`config.mk`:
```
export PLATFORM = sky130hd
export DESIGN_NAME = stx_transmitter
export DESIGN_NICKNAME = d
export VERILOG_FILES = /design/src/stx_pkg.sv /design/src/stx_clk_if.sv /design/src/stx_bit_timer.sv /design/src/stx_transmitter.sv
export SDC_FILE = /design/constraint.sdc
export NUM_CORES = 1
export LEC_CHECK = 0
export BUFFER_PORTS_ARGS = -buffer_cell sky130_fd_sc_hd__buf_2
export CAP_MARGIN = 25
export CORE_MARGIN = 1
export CORE_UTILIZATION = 34
export CTS_BUF_LIST = sky130_fd_sc_hd__clkbuf_4
export CTS_CLUSTER_SIZE = 20
export DETAILED_ROUTE_END_ITERATION = 10
export GPL_ROUTABILITY_DRIVEN = 0
export SYNTH_ARGS = -nofsm -noshare
export SYNTH_HDL_FRONTEND = slang
export SYNTH_SLANG_ARGS = --single-unit
export TNS_END_PERCENT = 1
```
`constraint.sdc`:
```
create_clock -name clk -period 6.3 [get_ports clk]
set_clock_uncertainty 0.15 [all_clocks]
set_input_delay 0.315 -clock clk [delete_from_list [all_inputs] [get_ports clk]]
set_output_delay 0.315 -clock clk [all_outputs]
set_load 0.005 [all_outputs]
```
`src/stx_pkg.sv`:
```
// Shared constants for the parity-capable serial transmitter
package stx_pkg;
    // ==========================================
    // Character size codes and widths
    localparam logic [2:0] CSZ_NINE = 3'h7;
    localparam logic [3:0] DATA_BITS_MIN = 4'h5;
    localparam logic [3:0] DATA_BITS_NINE = 4'h9;
    localparam int FRAME_W = 13;
    // ==========================================
    // Bit timing in baud ticks
    localparam logic [4:0] TICKS_NORMAL = 5'h10;
    localparam logic [4:0] TICKS_DOUBLE = 5'h08;
    // ==========================================
    // Reset values and line levels
    localparam logic LINE_IDLE = 1'b1;
    localparam logic START_LVL = 1'b0;
    localparam logic PARITY_EVEN_SEED = 1'b0;
    localparam logic PARITY_ODD_SEED = 1'b1;
    typedef enum logic [1:0] {
        ST_IDLE = 2'b00,
        ST_PEND = 2'b01,
        ST_SEND = 2'b10
    } stx_state_t;
endpackage

```
`src/stx_clk_if.sv`:
```
// Bit-period timing signals between timer and transmitter
`timescale 1ns/100ps
interface stx_clk_if;
    logic doubleSpeed;
    logic syncMode;
    logic clockPolarity;
    logic bitTick;
    modport gen (input doubleSpeed, input syncMode, input clockPolarity, output bitTick);
    modport use_m (output doubleSpeed, output syncMode, output clockPolarity, input bitTick);
endinterface

```
`src/stx_bit_timer.sv`:
```
// Bit period timer: baud tick divider or synchronous clock edge
`timescale 1ns/100ps
module stx_bit_timer
    import stx_pkg::*;
(
    // Clock and reset
    input wire logic clk,
    input wire logic rst_b,
    // Timing sources
    input wire logic baudTick,
    input wire logic syncClockPin,
    // Timing carrier
    stx_clk_if.gen tif
);
    logic [4:0] divCnt_ff;
    logic [2:0] pinSync_ff;
    logic pinLevel_ff;
    logic tick_ff;
    logic pinSettled;
    logic pinEdge;
    logic [4:0] divEnd;

    assign divEnd = tif.doubleSpeed ? TICKS_DOUBLE : TICKS_NORMAL;
    // Change counts once stages two and three agree
    assign pinSettled = (pinSync_ff[1] == pinSync_ff[2]);
    assign pinEdge = pinSettled && (pinSync_ff[2] != pinLevel_ff);

    // ==========================================
    // Pin synchroniser
    always_ff @(posedge clk) begin
        if (!rst_b) begin
            pinSync_ff <= 3'h0;
            pinLevel_ff <= 1'b0;
        end else begin
            pinSync_ff <= {pinSync_ff[1:0], syncClockPin};
            if (pinSettled) begin
                pinLevel_ff <= pinSync_ff[2];
            end
        end
    end

    // ==========================================
    // Baud tick divider
    always_ff @(posedge clk) begin
        if (!rst_b) begin
            divCnt_ff <= 5'h00;
        end else if (tif.syncMode) begin
            divCnt_ff <= 5'h00;
        end else if (baudTick) begin
            divCnt_ff <= (divCnt_ff + 5'h01 >= divEnd) ? 5'h00 : divCnt_ff + 5'h01;
        end
    end

    // ==========================================
    // One-cycle bit tick
    always_ff @(posedge clk) begin
        if (!rst_b) begin
            tick_ff <= 1'b0;
        end else if (tif.syncMode) begin
            // Data changes on rising edge, or falling with polarity set
            tick_ff <= pinEdge && (pinSync_ff[2] != tif.clockPolarity);
        end else begin
            tick_ff <= baudTick && (divCnt_ff + 5'h01 >= divEnd);
        end
    end

    assign tif.bitTick = tick_ff;
endmodule

```
`src/stx_transmitter.sv`:
```
// Transmit half of a serial port with one-deep buffer and parity
// Notes on behaviour
// - Parity is XOR of data bits, inverted for odd parity.
// - Parity bit sits after last data bit, before first stop bit.
// - While enabled, the transmitter drives the transmit data pin.
// - Synchronous mode times bits from the external clock pin.
// - A data write loads the buffer and starts a transmission.
// - Buffer moves to shifter when idle or right after last stop bit.
// - Shifter sends a whole frame at the selected bit rate.
// - Unused high data bits are ignored for short characters.
// - Ninth bit is written first and sent as data MSB.
// - Buffer-empty flag set while buffer is empty, else clear.
// - Writing data clears the buffer-empty flag.
// - Buffer-empty interrupt requested while flag, enable and global enable set.
// - Transmit-complete set when frame done and buffer empty.
// - Transmit-complete clears on interrupt service or software write of one.
// - Transmit-complete interrupt requested when flag set and enabled.
// - Frame opens with start bit, data LSB first; idle line high.
// - Parity bit only inserted when parity upper mode bit is one.
// - Disable waits for shifter and buffer to empty, then releases pin.
`timescale 1ns/100ps
module stx_transmitter
    import stx_pkg::*;
(
    // Clock and reset
    input wire logic clk,
    input wire logic rst_b,
    // Processor writes
    input wire logic dataWrite,
    input wire logic [7:0] serialDataIn,
    input wire logic txNinthBit,
    input wire logic txCompleteClearWrite,
    input wire logic txCompleteIrqAck,
    // Configuration
    input wire logic txEnableBit,
    input wire logic [2:0] charSizeField,
    input wire logic parityModeUpperBit,
    input wire logic parityModeLowerBit,
    input wire logic stopBitSelect,
    input wire logic doubleSpeedBit,
    input wire logic syncMode,
    input wire logic clockPolarity,
    input wire logic bufferEmptyIrqEnable,
    input wire logic txCompleteIrqEnable,
    input wire logic globalIrqEnable,
    // Timing sources
    input wire logic baudTick,
    input wire logic syncClockPin,
    // Serial line
    output logic txData,
    output logic txDataOe,
    // Status and interrupts
    output logic bufferEmptyFlag,
    output logic txCompleteFlag,
    output logic bufferEmptyIrq,
    output logic txCompleteIrq
);
    stx_state_t state_ff;
    logic [8:0] bufData_ff;
    logic bufFull_ff;
    logic [FRAME_W-1:0] shift_ff;
    logic [3:0] bitsLeft_ff;
    logic txData_ff;
    logic pinOwned_ff;
    logic bufEmpty_ff;
    logic txc_ff;
    logic bufIrq_ff;
    logic txcIrq_ff;
    logic bitTick;
    logic lastDone;
    logic moveBuf;
    logic txcSet;
    logic [FRAME_W-1:0] newFrame;

    stx_clk_if tif ();
    assign tif.doubleSpeed = doubleSpeedBit;
    assign tif.syncMode = syncMode;
    assign tif.clockPolarity = clockPolarity;
    assign bitTick = tif.bitTick;

    stx_bit_timer u_timer (
        .clk(clk),
        .rst_b(rst_b),
        .baudTick(baudTick),
        .syncClockPin(syncClockPin),
        .tif(tif)
    );

    // ==========================================
    // Frame decoding helpers
    function automatic logic [3:0] dataBits(input logic [2:0] csz);
        if (csz == CSZ_NINE) begin
            dataBits = DATA_BITS_NINE;
        end else begin
            dataBits = DATA_BITS_MIN + {2'b00, csz[1:0]};
        end
    endfunction

    function automatic logic [3:0] frameLen(input logic [2:0] csz, input logic par, input logic two);
        frameLen = 4'h1 + dataBits(csz) + {3'h0, par} + {3'h0, two} + 4'h1;
    endfunction

    function automatic logic [FRAME_W-1:0] buildFrame(
        input logic [8:0] d, input logic [2:0] csz, input logic par, input logic odd
    );
        logic [3:0] n;
        logic p;
        n = dataBits(csz);
        p = odd ? PARITY_ODD_SEED : PARITY_EVEN_SEED;
        buildFrame = {FRAME_W{LINE_IDLE}};
        buildFrame[0] = START_LVL;
        for (int i = 0; i < 9; i++) begin
            if (4'(i) < n) begin
                buildFrame[i+1] = d[i];
                p = p ^ d[i];
            end
        end
        if (par) begin
            buildFrame[n+4'h1] = p;
        end
    endfunction

    assign newFrame = buildFrame(bufData_ff, charSizeField, parityModeUpperBit, parityModeLowerBit);
    assign lastDone = (state_ff == ST_SEND) && bitTick && (bitsLeft_ff == 4'h0);
    // Transfer when idle, or straight after the last stop bit
    assign moveBuf = bufFull_ff && pinOwned_ff && ((state_ff == ST_IDLE) || lastDone);
    assign txcSet = lastDone && !bufFull_ff;

    // ==========================================
    // Transmit buffer
    always_ff @(posedge clk) begin
        if (!rst_b) begin
            bufData_ff <= 9'h000;
            bufFull_ff <= 1'b0;
        end else if (dataWrite) begin
            // Ninth bit sampled with the low byte, so it must be set first
            bufData_ff <= {txNinthBit, serialDataIn};
            bufFull_ff <= 1'b1;
        end else if (moveBuf) begin
            bufFull_ff <= 1'b0;
        end
    end

    // ==========================================
    // Shifter and line
    always_ff @(posedge clk) begin
        if (!rst_b) begin
            state_ff <= ST_IDLE;
            shift_ff <= {FRAME_W{LINE_IDLE}};
            bitsLeft_ff <= 4'h0;
            txData_ff <= LINE_IDLE;
        end else begin
            unique case (state_ff)
                ST_IDLE: begin
                    if (moveBuf) begin
                        shift_ff <= newFrame;
                        bitsLeft_ff <= frameLen(charSizeField, parityModeUpperBit, stopBitSelect);
                        state_ff <= ST_PEND;
                    end
                end
                ST_PEND: begin
                    if (bitTick) begin
                        txData_ff <= shift_ff[0];
                        shift_ff <= {LINE_IDLE, shift_ff[FRAME_W-1:1]};
                        bitsLeft_ff <= bitsLeft_ff - 4'h1;
                        state_ff <= ST_SEND;
                    end
                end
                ST_SEND: begin
                    if (bitTick) begin
                        if (bitsLeft_ff != 4'h0) begin
                            txData_ff <= shift_ff[0];
                            shift_ff <= {LINE_IDLE, shift_ff[FRAME_W-1:1]};
                            bitsLeft_ff <= bitsLeft_ff - 4'h1;
                        end else if (moveBuf) begin
                            // Back-to-back frame: start bit follows last stop bit
                            txData_ff <= START_LVL;
                            shift_ff <= {LINE_IDLE, newFrame[FRAME_W-1:1]};
                            bitsLeft_ff <= frameLen(charSizeField, parityModeUpperBit, stopBitSelect) - 4'h1;
                        end else begin
                            txData_ff <= LINE_IDLE;
                            state_ff <= ST_IDLE;
                        end
                    end
                end
                default: begin
                    state_ff <= ST_IDLE;
                end
            endcase
        end
    end

    // ==========================================
    // Pin ownership; disable waits for an empty transmitter
    always_ff @(posedge clk) begin
        if (!rst_b) begin
            pinOwned_ff <= 1'b0;
        end else if (txEnableBit) begin
            pinOwned_ff <= 1'b1;
        end else if ((state_ff == ST_IDLE) && !bufFull_ff) begin
            pinOwned_ff <= 1'b0;
        end
    end

    // ==========================================
    // Flags; a write beats a simultaneous buffer move, a complete set beats a simultaneous clear
    always_ff @(posedge clk) begin
        if (!rst_b) begin
            bufEmpty_ff <= 1'b1;
            txc_ff <= 1'b0;
        end else begin
            if (dataWrite) begin
                bufEmpty_ff <= 1'b0;
            end else if (moveBuf) begin
                bufEmpty_ff <= 1'b1;
            end
            if (txcSet) begin
                txc_ff <= 1'b1;
            end else if (txCompleteClearWrite || txCompleteIrqAck) begin
                txc_ff <= 1'b0;
            end
        end
    end

    // ==========================================
    // Interrupt requests
    always_ff @(posedge clk) begin
        if (!rst_b) begin
            bufIrq_ff <= 1'b0;
            txcIrq_ff <= 1'b0;
        end else begin
            bufIrq_ff <= bufEmpty_ff && bufferEmptyIrqEnable && globalIrqEnable;
            txcIrq_ff <= txc_ff && !txCompleteIrqAck && txCompleteIrqEnable && globalIrqEnable;
        end
    end

    assign txData = txData_ff;
    assign txDataOe = pinOwned_ff;
    assign bufferEmptyFlag = bufEmpty_ff;
    assign txCompleteFlag = txc_ff;
    assign bufferEmptyIrq = bufIrq_ff;
    assign txCompleteIrq = txcIrq_ff;
endmodule

```
* After elaboration in Yosys (flattened, before gate mapping)
Index checks and enable logic that the tools add are counted. W data, S select, Z words.
Storage, ports and cells: input port bits 29, output and inout port bits 6, bits in registers 45, word-level logic and storage cells 158
Cells by class: reductions and logical operators 31, bitwise gates (word level) 10, $add $sub $neg 13, equal/unequal tests 12, mux-type cells 65, order comparisons 12
Operator list (number):
- $mux W13 | 6
- $mux W4 | 13
- $pmux W13 S3 | 1
- $mux W1 | 33
- $add A4 B1 Y4 | 4
- $lt A3 B4 Y1 const A | 4
- $logic_and A1 B1 Y1 | 15
- $bwmux W13 | 1
- $add A4 B1 Y4 const B | 3
- $pmux W4 S3 | 1
- $mux W2 | 5
- $mux W5 | 2
- $reduce_and A5 Y1 | 2
- $xor A1 B1 Y1 | 9
- $add A1 B4 Y4 const A | 2
- $lt A1 B4 Y1 const A | 2
- $lt A2 B4 Y1 const A | 2
- $reduce_bool A2 Y1 | 4
- $sub A4 B1 Y4 const B | 2
- $ne A2 B2 Y1 const B | 3
- $pmux W2 S3 | 1
- $add A5 B1 Y5 const B | 1
- $ge A5 B5 Y1 | 1
- $lt A4 B5 Y1 const B | 1
- other kinds (21) | 25

* Longest topological paths before layout
Gate-level depths: netlist of the first run.
depth after elaboration 26, mapped depth 13, mapped depth without buffers 13

* Hierarchy
Synthesis of the first run repeated with hierarchy kept, for this count alone.
Second synthesis, totals: cell total of the unflattened synthesis 340, area total of the unflattened synthesis 2907.8 um^2
By module, submodules not included:
- stx_transmitter | cells each 285, seq. area each 700.7 um^2, times used 1, area each 2402.3 um^2
- stx_bit_timer | cells each 55, seq. area each 200.2 um^2, times used 1, area each 505.5 um^2

* Worst setup path after synthesis of the first run
OpenSTA, ideal clock, no wires.
kind input-to-reg, from in charSizeField[0], to reg shift_ff[6], slack 3626 ps, arrival 2429 ps, stages 12, path buffers 2, data required time 6055 ps, setup time 95 ps, cells stage by stage ha_1 > clkbuf_1 > inv_1 > ha_1 > nor2b_1 > xnor2_1 > xnor3_1 > xnor2_1 > buf_4 > o21ai_2 > a21oi_1 > o311ai_1
Between the ends: cells in the longest elaborated chain, start to end 26, elaborated cells on any way between the ends 44, classes of those cells add/sub: 2; order compare: 11; eq/ne: 1; mux: 21; bitwise: 8; reduce/logical: 1
Ends and longest elaborated chain:
- start: declaration | RTL line stx_transmitter.sv:36 | input wire logic [2:0] charSizeField,
- $add A3 B2 Y4 or $eq A3 B3 Y1 (tied branches) | RTL line stx_transmitter.sv:95, stx_transmitter.sv:92
- $mux W4 (*) | RTL line stx_transmitter.sv:92 | if (csz == CSZ_NINE) begin
- $lt A1 B4 Y1 | RTL line stx_transmitter.sv:113 | if (4'(i) < n) begin
- $mux W1 | RTL line stx_transmitter.sv:113
- $xor A1 B1 Y1 | RTL line stx_transmitter.sv:115 | p = p ^ d[i];
- $mux W1 | RTL line stx_transmitter.sv:113
- $xor A1 B1 Y1 | RTL line stx_transmitter.sv:115
- $mux W1 | RTL line stx_transmitter.sv:113
- [... 10 more ...]
- $xor A1 B1 Y1 | RTL line stx_transmitter.sv:115
- $mux W1 | RTL line stx_transmitter.sv:113
- $bwmux W13 | RTL line stx_transmitter.sv:119 | buildFrame[n+4'h1] = p;
- $mux W13 (*) | RTL line stx_transmitter.sv:118 | if (par) begin
- $mux W13 | RTL line stx_transmitter.sv:175 | end else if (moveBuf) begin
- $mux W13 | RTL line stx_transmitter.sv:171 | if (bitsLeft_ff != 4'h0) begin
- $mux W13 | RTL line stx_transmitter.sv:170 | if (bitTick) begin
- $pmux W13 S3 (*) | RTL line stx_transmitter.sv:153 | unique case (state_ff)
- end signal: assignment | RTL line stx_transmitter.sv:156 | shift_ff <= newFrame;
- end signal: assignment | RTL line stx_transmitter.sv:173 | shift_ff <= {LINE_IDLE, shift_ff[FRAME_W-1:1]};
- end signal: assignment | RTL line stx_transmitter.sv:178 | shift_ff <= {LINE_IDLE, newFrame[FRAME_W-1:1]};
- end: declaration | RTL line stx_transmitter.sv:61 | logic [FRAME_W-1:0] shift_ff;
Every way passes the cells marked *; elsewhere a longest branch is shown, timed or not. The select of a mux whose other input is x is not followed. A chain may end at the register's enable or synchronous reset.

* Worst setup path after layout of the first run
from reg bitsLeft_ff[0], to reg bitsLeft_ff[2]
Between the ends: cells in the longest elaborated chain, start to end 6, elaborated cells on any way between the ends 13, classes of those cells add/sub: 1; eq/ne: 2; mux: 4; reduce/logical: 6
Ends and longest elaborated chain:
- start: declaration | RTL line stx_transmitter.sv:62 | logic [3:0] bitsLeft_ff;
- start signal: assignment | RTL line stx_transmitter.sv:157 | bitsLeft_ff <= frameLen(charSizeField, parityModeUpperBit, stopBitSelect);
- start signal: assignment | RTL line stx_transmitter.sv:165 | bitsLeft_ff <= bitsLeft_ff - 4'h1;
- start signal: assignment | RTL line stx_transmitter.sv:174 | bitsLeft_ff <= bitsLeft_ff - 4'h1;
- branches (longest 6 deep; another with $sub A4 B1 Y4)
Parallel ways; which one is timed is not known. The select of a mux whose other input is x is not followed.

==> reports/qor.txt, run 1 <==
Status: completed
RSZ-0062 raised after global routing: no
Setup crit end: bitsLeft_ff[2]
Mapped Area: 2840 um^2
CP max FO: 32
R2r setup slk: 3160 ps
Setup_tns: 0 ps
Reg2reg start: bitsLeft_ff[0]
Pre-antenna DRT Iters: 4
Wire length per cell: 12.6 um
Maximum buffer depth of the clock tree: 2
Root buffer cell: clkbuf_4
Pins Over Slew Limit: 0
Dominant cells by area after synthesis: dfxtp_1 (32%), ha_1 (9.7%), nand2_1 (5.4%)
Final std cells w/o fill: 473
Register area share after synthesis: 31.7%
Routed WL: 5960 um
Vias in the first global route: 2212
CTS sink cnt: 45
Final period utilization: 49.8%
Distinct cell type count after synthesis: 50
Crit path DAT: 3250 ps
Clk_lat worst skew: 360 ps
Relative slew slack: 33.0%
Placed insts: 465
Leakage: 0.00136 uW
Pwr Density: 277 nW/um^2
Setup crit start: bitsLeft_ff[0]
R2R cell count: 9
Total GRT Usage: 14.5%
Htree depth: 2
Critical R2R Capture: bitsLeft_ff[2]
Final setup violation count: 0
ANT nets after route: 0
Die Width: 93.4 um
# IOs: 35
Syn. warnings: 0
Die Ht: 93.4 um
Tmin final: 3140 ps
Max-cap viol count: 0
Initial core utilization: 36.0%
Vias/cell: 5.07
Hold_buf cts: 0
Core box area: 7890 um^2
Post-Syn Nets: 400
Antenna violations before repair: 0
Max IR drop VDD: 0.116 mV
Post-Synthesis Cells: 346
Number of flops mapped to enable cells by yosys: 0
Fmax: 0.319 GHz
CP Launch Type: register
Num CTS Buffers: 5
Post-DP HPWL: 4320 um
Hold WC Path Type: in -> reg
FILL cells: 818
Share of cells above drive strength 1: 13.5%
Synth area leader: dfxtp_1
Largest net degree at the start of global routing: 42
Rows: 32
Gr ovfl total: 0
Avg Inst Size Synth: 8.22 um^2
Setup Buffers After CTS: 0
First-pass GRT wire length: 10100 um
Post-synth top flop: dfxtp_1
DRC errors left: 0
Final hold vios: 0
Slew @ Worst Pin: 1000 ps
Port-buffer cells: 34
Die Footprint: 8730 um^2
Required time of the critical path: 6410 ps
TritonCTS clock tree: yes
Crit end category: register
Share of the synthesized area in the top cell type: 31.7%
Synthesis-stage register bit count: 45
Nets: 424
PostCTS Resize Cnt: 0
P&R area growth vs syn: 9.99%
Initial DRC Count: 123
Clock transition at the registers of the reported paths: 130 ps
Routed via count: 2397
Min-Delay Path Depth: 2
Ant. Diodes: 0
WS Path Type: reg -> reg
Async SR Flop Fraction: 0%
[where the power goes]
group / leakage (uW) / switching, uW / internal, uW / total, uW
registers: 0.000369 / 29.9 / 327 / 357
logic: 0.000956 / 224 / 153 / 377
clock network: 0.0000300 / 91.8 / 40.6 / 132
total: 0.00136 / 346 / 520 / 866
[layer usage]
metal | global-route usage, % | vias to the layer above | share of wire, %
met2 | 23.5 | 59 | 44
met5 | 0 | - | 0
met1 | 19.7 | 1091 | 50
met4 | 3.85 | 0 | 1.0
met3 | 2.68 | 7 | 4.6
li1 | - | 1240 | -
[synthesized netlist by cell type, types with 3 or more instances]
cell type   n
dfxtp_1    45
mux2i_1    11
nor2_1     24
o21ai_0    17
o31ai_1     3
nand2b_1    9
a21oi_1    21
fa_1        3
o211ai_1    4
nor2b_1    18
clkbuf_1   15
o22ai_1     5
nand2_1    41
ha_1       22
and2_1      8
o311ai_1    3
xor2_1      4
a22oi_1     6
nor3_1      5
a211o_1     3
nand3_1    14
inv_1      21
xnor2_1     8
[flip-flops by register name (all words and copies together), names as in the netlist]
name and cells:
txCompleteIrq 1, u_timer.divCnt_ff 5, bufferEmptyIrq 1, state_ff 2, bufFull_ff 1, txData 1
bufData_ff 9, u_timer.tif.bitTick 1, bufferEmptyFlag 1, u_timer.pinSync_ff 3, shift_ff 13, bitsLeft_ff 4
txCompleteFlag 1, u_timer.pinLevel_ff 1, txDataOe 1
[worst min path at each step]
stage / start / endpoint / slack, ps
after detailed placement: u_timer.pinSync_ff[0] / u_timer.pinSync_ff[1] / 270
after floorplan: u_timer.pinSync_ff[0] / u_timer.pinSync_ff[1] / 260
after global routing: syncClockPin / u_timer.pinSync_ff[0] / 7
after global placement: u_timer.pinSync_ff[0] / u_timer.pinSync_ff[1] / 270
final: syncClockPin / u_timer.pinSync_ff[0] / 20
after CTS: syncClockPin / u_timer.pinSync_ff[0] / 3
[logic make-up (layout without fill, tap and decap cells)]
family                     Yosys count  in the layout  share of synthesized area [%]
AOI/OAI and AO/OA                   82             82                           19.7
xor gates and xnor gates            13             13                           4.49
adders and majority gates           25             25                           11.8
and+or+nand+nor                    128            128                           22.5
buffers and inverters               41             66                           5.55
muxes                               12             12                           4.27
DFF                                 45             45                           31.7
[worst max-delay path, stage by stage, from the launching register on]
cell and delay, ps:
dfxtp_1 370, inv_1 80, ha_1 230, nor3b_1 150
and2_1 360, o21ai_0 360, nand2_1 650, a31oi_1 380
o22ai_1 100, and2_1 200
[cell type report]
type                            count  area [um^2]  area share [%]
Inverter                           23         86.3            2.76
Tap cell                          102          128            4.08
Timing Repair Buffer               35          178            5.68
Sequential cell                    45          901            28.8
Clock inverter                      3         12.5           0.400
Multi-Input combinational cell    260         1780            57.1
Clock buffer                        5         37.5            1.20
[metrics by stage]
step / worst slack (ps) / util (%) / power (uW) / instance area, um^2 / hold WS, ps
2_1_floorplan: 3630 / - / 663 / 2840 / 262
3_3_place_gp: 2970 / 39.0 / 735 / 3080 / 271
3_5_place_dp: 2890 / 39.0 / 738 / 3080 / 274
4_1_cts: 3160 / 39.6 / 874 / 3130 / 3.28
5_1_grt: 2870 / 39.6 / 939 / 3130 / 7.24
6_report: 3160 / 39.6 / 866 / 3130 / 20.6
[cells in the final DEF (no fill, tap or decap), types with 9 or more instances in the layout]
cell      synthesis  final
a21oi_1          21     21
buf_2             0     34
dfxtp_1          45     45
ha_1             22     22
inv_1            21     21
mux2i_1          11     11
nand2_1          41     41
nand2b_1          9      9
nand3_1          14     14
nor2_1           24     24
nor2b_1          18     18
o21ai_0          17     17
No activity file was read; power rests on OpenSTA's default activity.
==> run 2: changes to the inputs <==
ABC_AREA = 1   (was unset)
clock period = 3 ns   (was 6.3 ns; I/O delays follow)
==> reports/qor.txt, run 2 <==
Port-buffer cells: 34
Die Ht: 94.2 um
R2R cell count: 10
Critical R2R Capture: shift_ff[0]
Distinct cell type count after synthesis: 40
Maximum buffer depth of the clock tree: 2
Setup_tns: 0 ps
Syn. warnings: 0
Num CTS Buffers: 5
Pre-antenna DRT Iters: 4
Routed WL: 6510 um
R2r setup slk: 570 ps
Share of the synthesized area in the top cell type: 31.2%
Commonest non-fill, non-tap cells in the layout: nand2_1 (90), inv_1 (53), dfxtp_1 (45)
Final period utilization: 80.9%
Crit end category: register
# IOs: 35
Setup Buffers After CTS: 0
Core box area: 8220 um^2
First-pass GRT wire length: 11000 um
Post-Synthesis Cells: 407
Final setup violation count: 0
Critical path's largest stage delay: 360 ps
Vias/cell: 4.77
Vias in the first global route: 2438
Slew @ Worst Pin: 467 ps
CP cell instances: inv_1 -> ha_1 -> inv_2 -> nor3_4 -> buf_4 -> nand2_2 -> nand2_2 -> inv_2 -> a31oi_1 -> o21ai_0
TritonCTS clock tree: yes
Post-DP HPWL: 4800 um
Tmin final: 2430 ps
Synthesis-stage register bit count: 45
Largest net degree at the start of global routing: 26
Share of cells above drive strength 1: 14.9%
Register area: 901 um^2
Synth top cells by count: nand2_1 (90), inv_1 (53), dfxtp_1 (45), a21oi_1 (44), nor2_1 (30)
DRC errors left: 0
Synth area leader: dfxtp_1
Pins Over Slew Limit: 0
Crit path setup slack, layout: 574 ps
Pwr Density: 652 nW/um^2
Post-Syn Nets: 461
CP Launch Type: register
Wire length per cell: 11.4 um
RSZ-0062 raised after global routing: no
WS Path Type: reg -> reg
Nets: 517
Status: completed
Final std cells w/o fill: 569
Rows: 33
Register area share after synthesis: 31.2%
Max reg flops: 13
Gr ovfl total: 0
Htree depth: 2
Number of flops mapped to enable cells by yosys: 0
Cell area after layout: 3470 um^2
Setup crit start: state_ff[0]
Setup crit end: shift_ff[0]
Top reg by flops: shift_ff
Clock transition at the registers of the reported paths: 160 ps
Post-synth top flop: dfxtp_1
Crit path buf inv count: 4
Die Footprint: 8870 um^2
Initial DRC Count: 115
Multi-input gate area: 1690 um^2
Mapped Area: 2890 um^2
Placed insts: 536
CP delay by family, top: buffers and inverters
Ant. Diodes: 0
Final hold vios: 0
Worst path depth: 10
FILL cells: 830
CTS sink cnt: 45
Post-place setup slack: 529 ps
Biggest regs: shift_ff: 13 flops, bufData_ff: 9 flops, u_timer.divCnt_ff: 5 flops
Root buffer cell: clkbuf_4
Max-cap viol count: 0
Crit-path slowest cell: dfxtp_1
Routed via count: 2714
Clk_lat worst skew: 370 ps
Relative slew slack: 68.7%
Crit path DAT: 2520 ps
Antenna violations before repair: 0
Hold WS: 145 ps
Reg2reg start: state_ff[0]
Initial core utilization: 35.1%
Async SR Flop Fraction: 0%
Die Width: 94.2 um
Avg Inst Size Synth: 7.10 um^2
Total GRT Usage: 15.7%
Leakage: 0.00168 uW
P&R area growth vs syn: 20.1%
Placed instance area: 3130 um^2
Dominant cells by area after synthesis: dfxtp_1 (31%), nand2_1 (12%), ha_1 (9.5%)
ANT nets after route: 0
Fmax: 0.412 GHz
Required time of the critical path: 3100 ps
Most common cell after layout, fill and taps aside: nand2_1
Hold WC Path Type: in -> reg
Most common cell in the synthesized netlist: nand2_1
CP max FO: 23
Max IR drop VDD: 0.329 mV
run 2: cell type report:
| type | instances | area share [%] |
|---|---|---|
| multi-input combinational | 291 | 48.8 |
| sequential | 45 | 26.0 |
| timing repair buffer | 61 | 12.6 |
| inverter | 59 | 6.39 |
| tap | 105 | 3.79 |
| clock inverter | 3 | 1.41 |
| clock buffer | 5 | 1.08 |
run 2: what timing repair did:
action / in CTS / in global routing
hold buffers: 25 / 0
endpoints found under the hold margin: 23 / 0
gates resized for setup: 0 / 0
run 2: per-stage QoR:
| step | total power, uW | util (%) |
|---|---|---|
| 2_1_floorplan | 1660 | - |
| 3_3_place_gp | 1840 | 38.1 |
| 3_5_place_dp | 1850 | 38.1 |
| 4_1_cts | 2280 | 42.2 |
| 5_1_grt | 2460 | 42.2 |
| 6_report | 2260 | 42.2 |
run 2: per-layer routing:
layer | global-route usage [%] | routed length, um
met2 | 26.4 | 3160
met3 | 2.67 | 153
met4 | 4.62 | 99
met1 | 20.3 | 3100
met5 | 0 | 0
run 2: logic make-up (layout without fill, tap and decap cells):
family	after synthesis	count (layout)	synth area share [%]
compound gates	89	89	18.1
xor+xnor	7	7	2.12
fa+ha+maj	25	25	11.6
buf+inv	71	128	10.2
flops	45	45	31.2
simple gates	170	170	26.8
run 2: where the power goes:
| group | internal, uW | switching (uW) | total (uW) |
|---|---|---|---|
| clock | 181 | 218 | 399 |
| combinational | 395 | 710 | 1100 |
| sequential | 698 | 58.7 | 757 |
| total | 1270 | 987 | 2260 |
run 2: worst register-to-register path, cell delays in order, from the launching register on:
cell and delay (ps):
dfxtp_1 360, inv_1 130, ha_1 230, inv_2 70, nor3_4 200, buf_4 250, nand2_2 90, nand2_2 360
inv_2 210, a31oi_1 160, o21ai_0 90
run 2: worst min path at each step:
| stage | start | to | depth (start not counted) |
|---|---|---|---|
| 2_1_floorplan | syncMode | u_timer.tif.bitTick | 1 |
| 3_3_place_gp | syncClockPin | u_timer.pinSync_ff[0] | 3 |
| 3_5_place_dp | syncClockPin | u_timer.pinSync_ff[0] | 3 |
| 4_1_cts | dataWrite | bufData_ff[4] | 3 |
| 5_1_grt | dataWrite | bufData_ff[4] | 3 |
| 6_report | dataWrite | bufData_ff[1] | 3 |
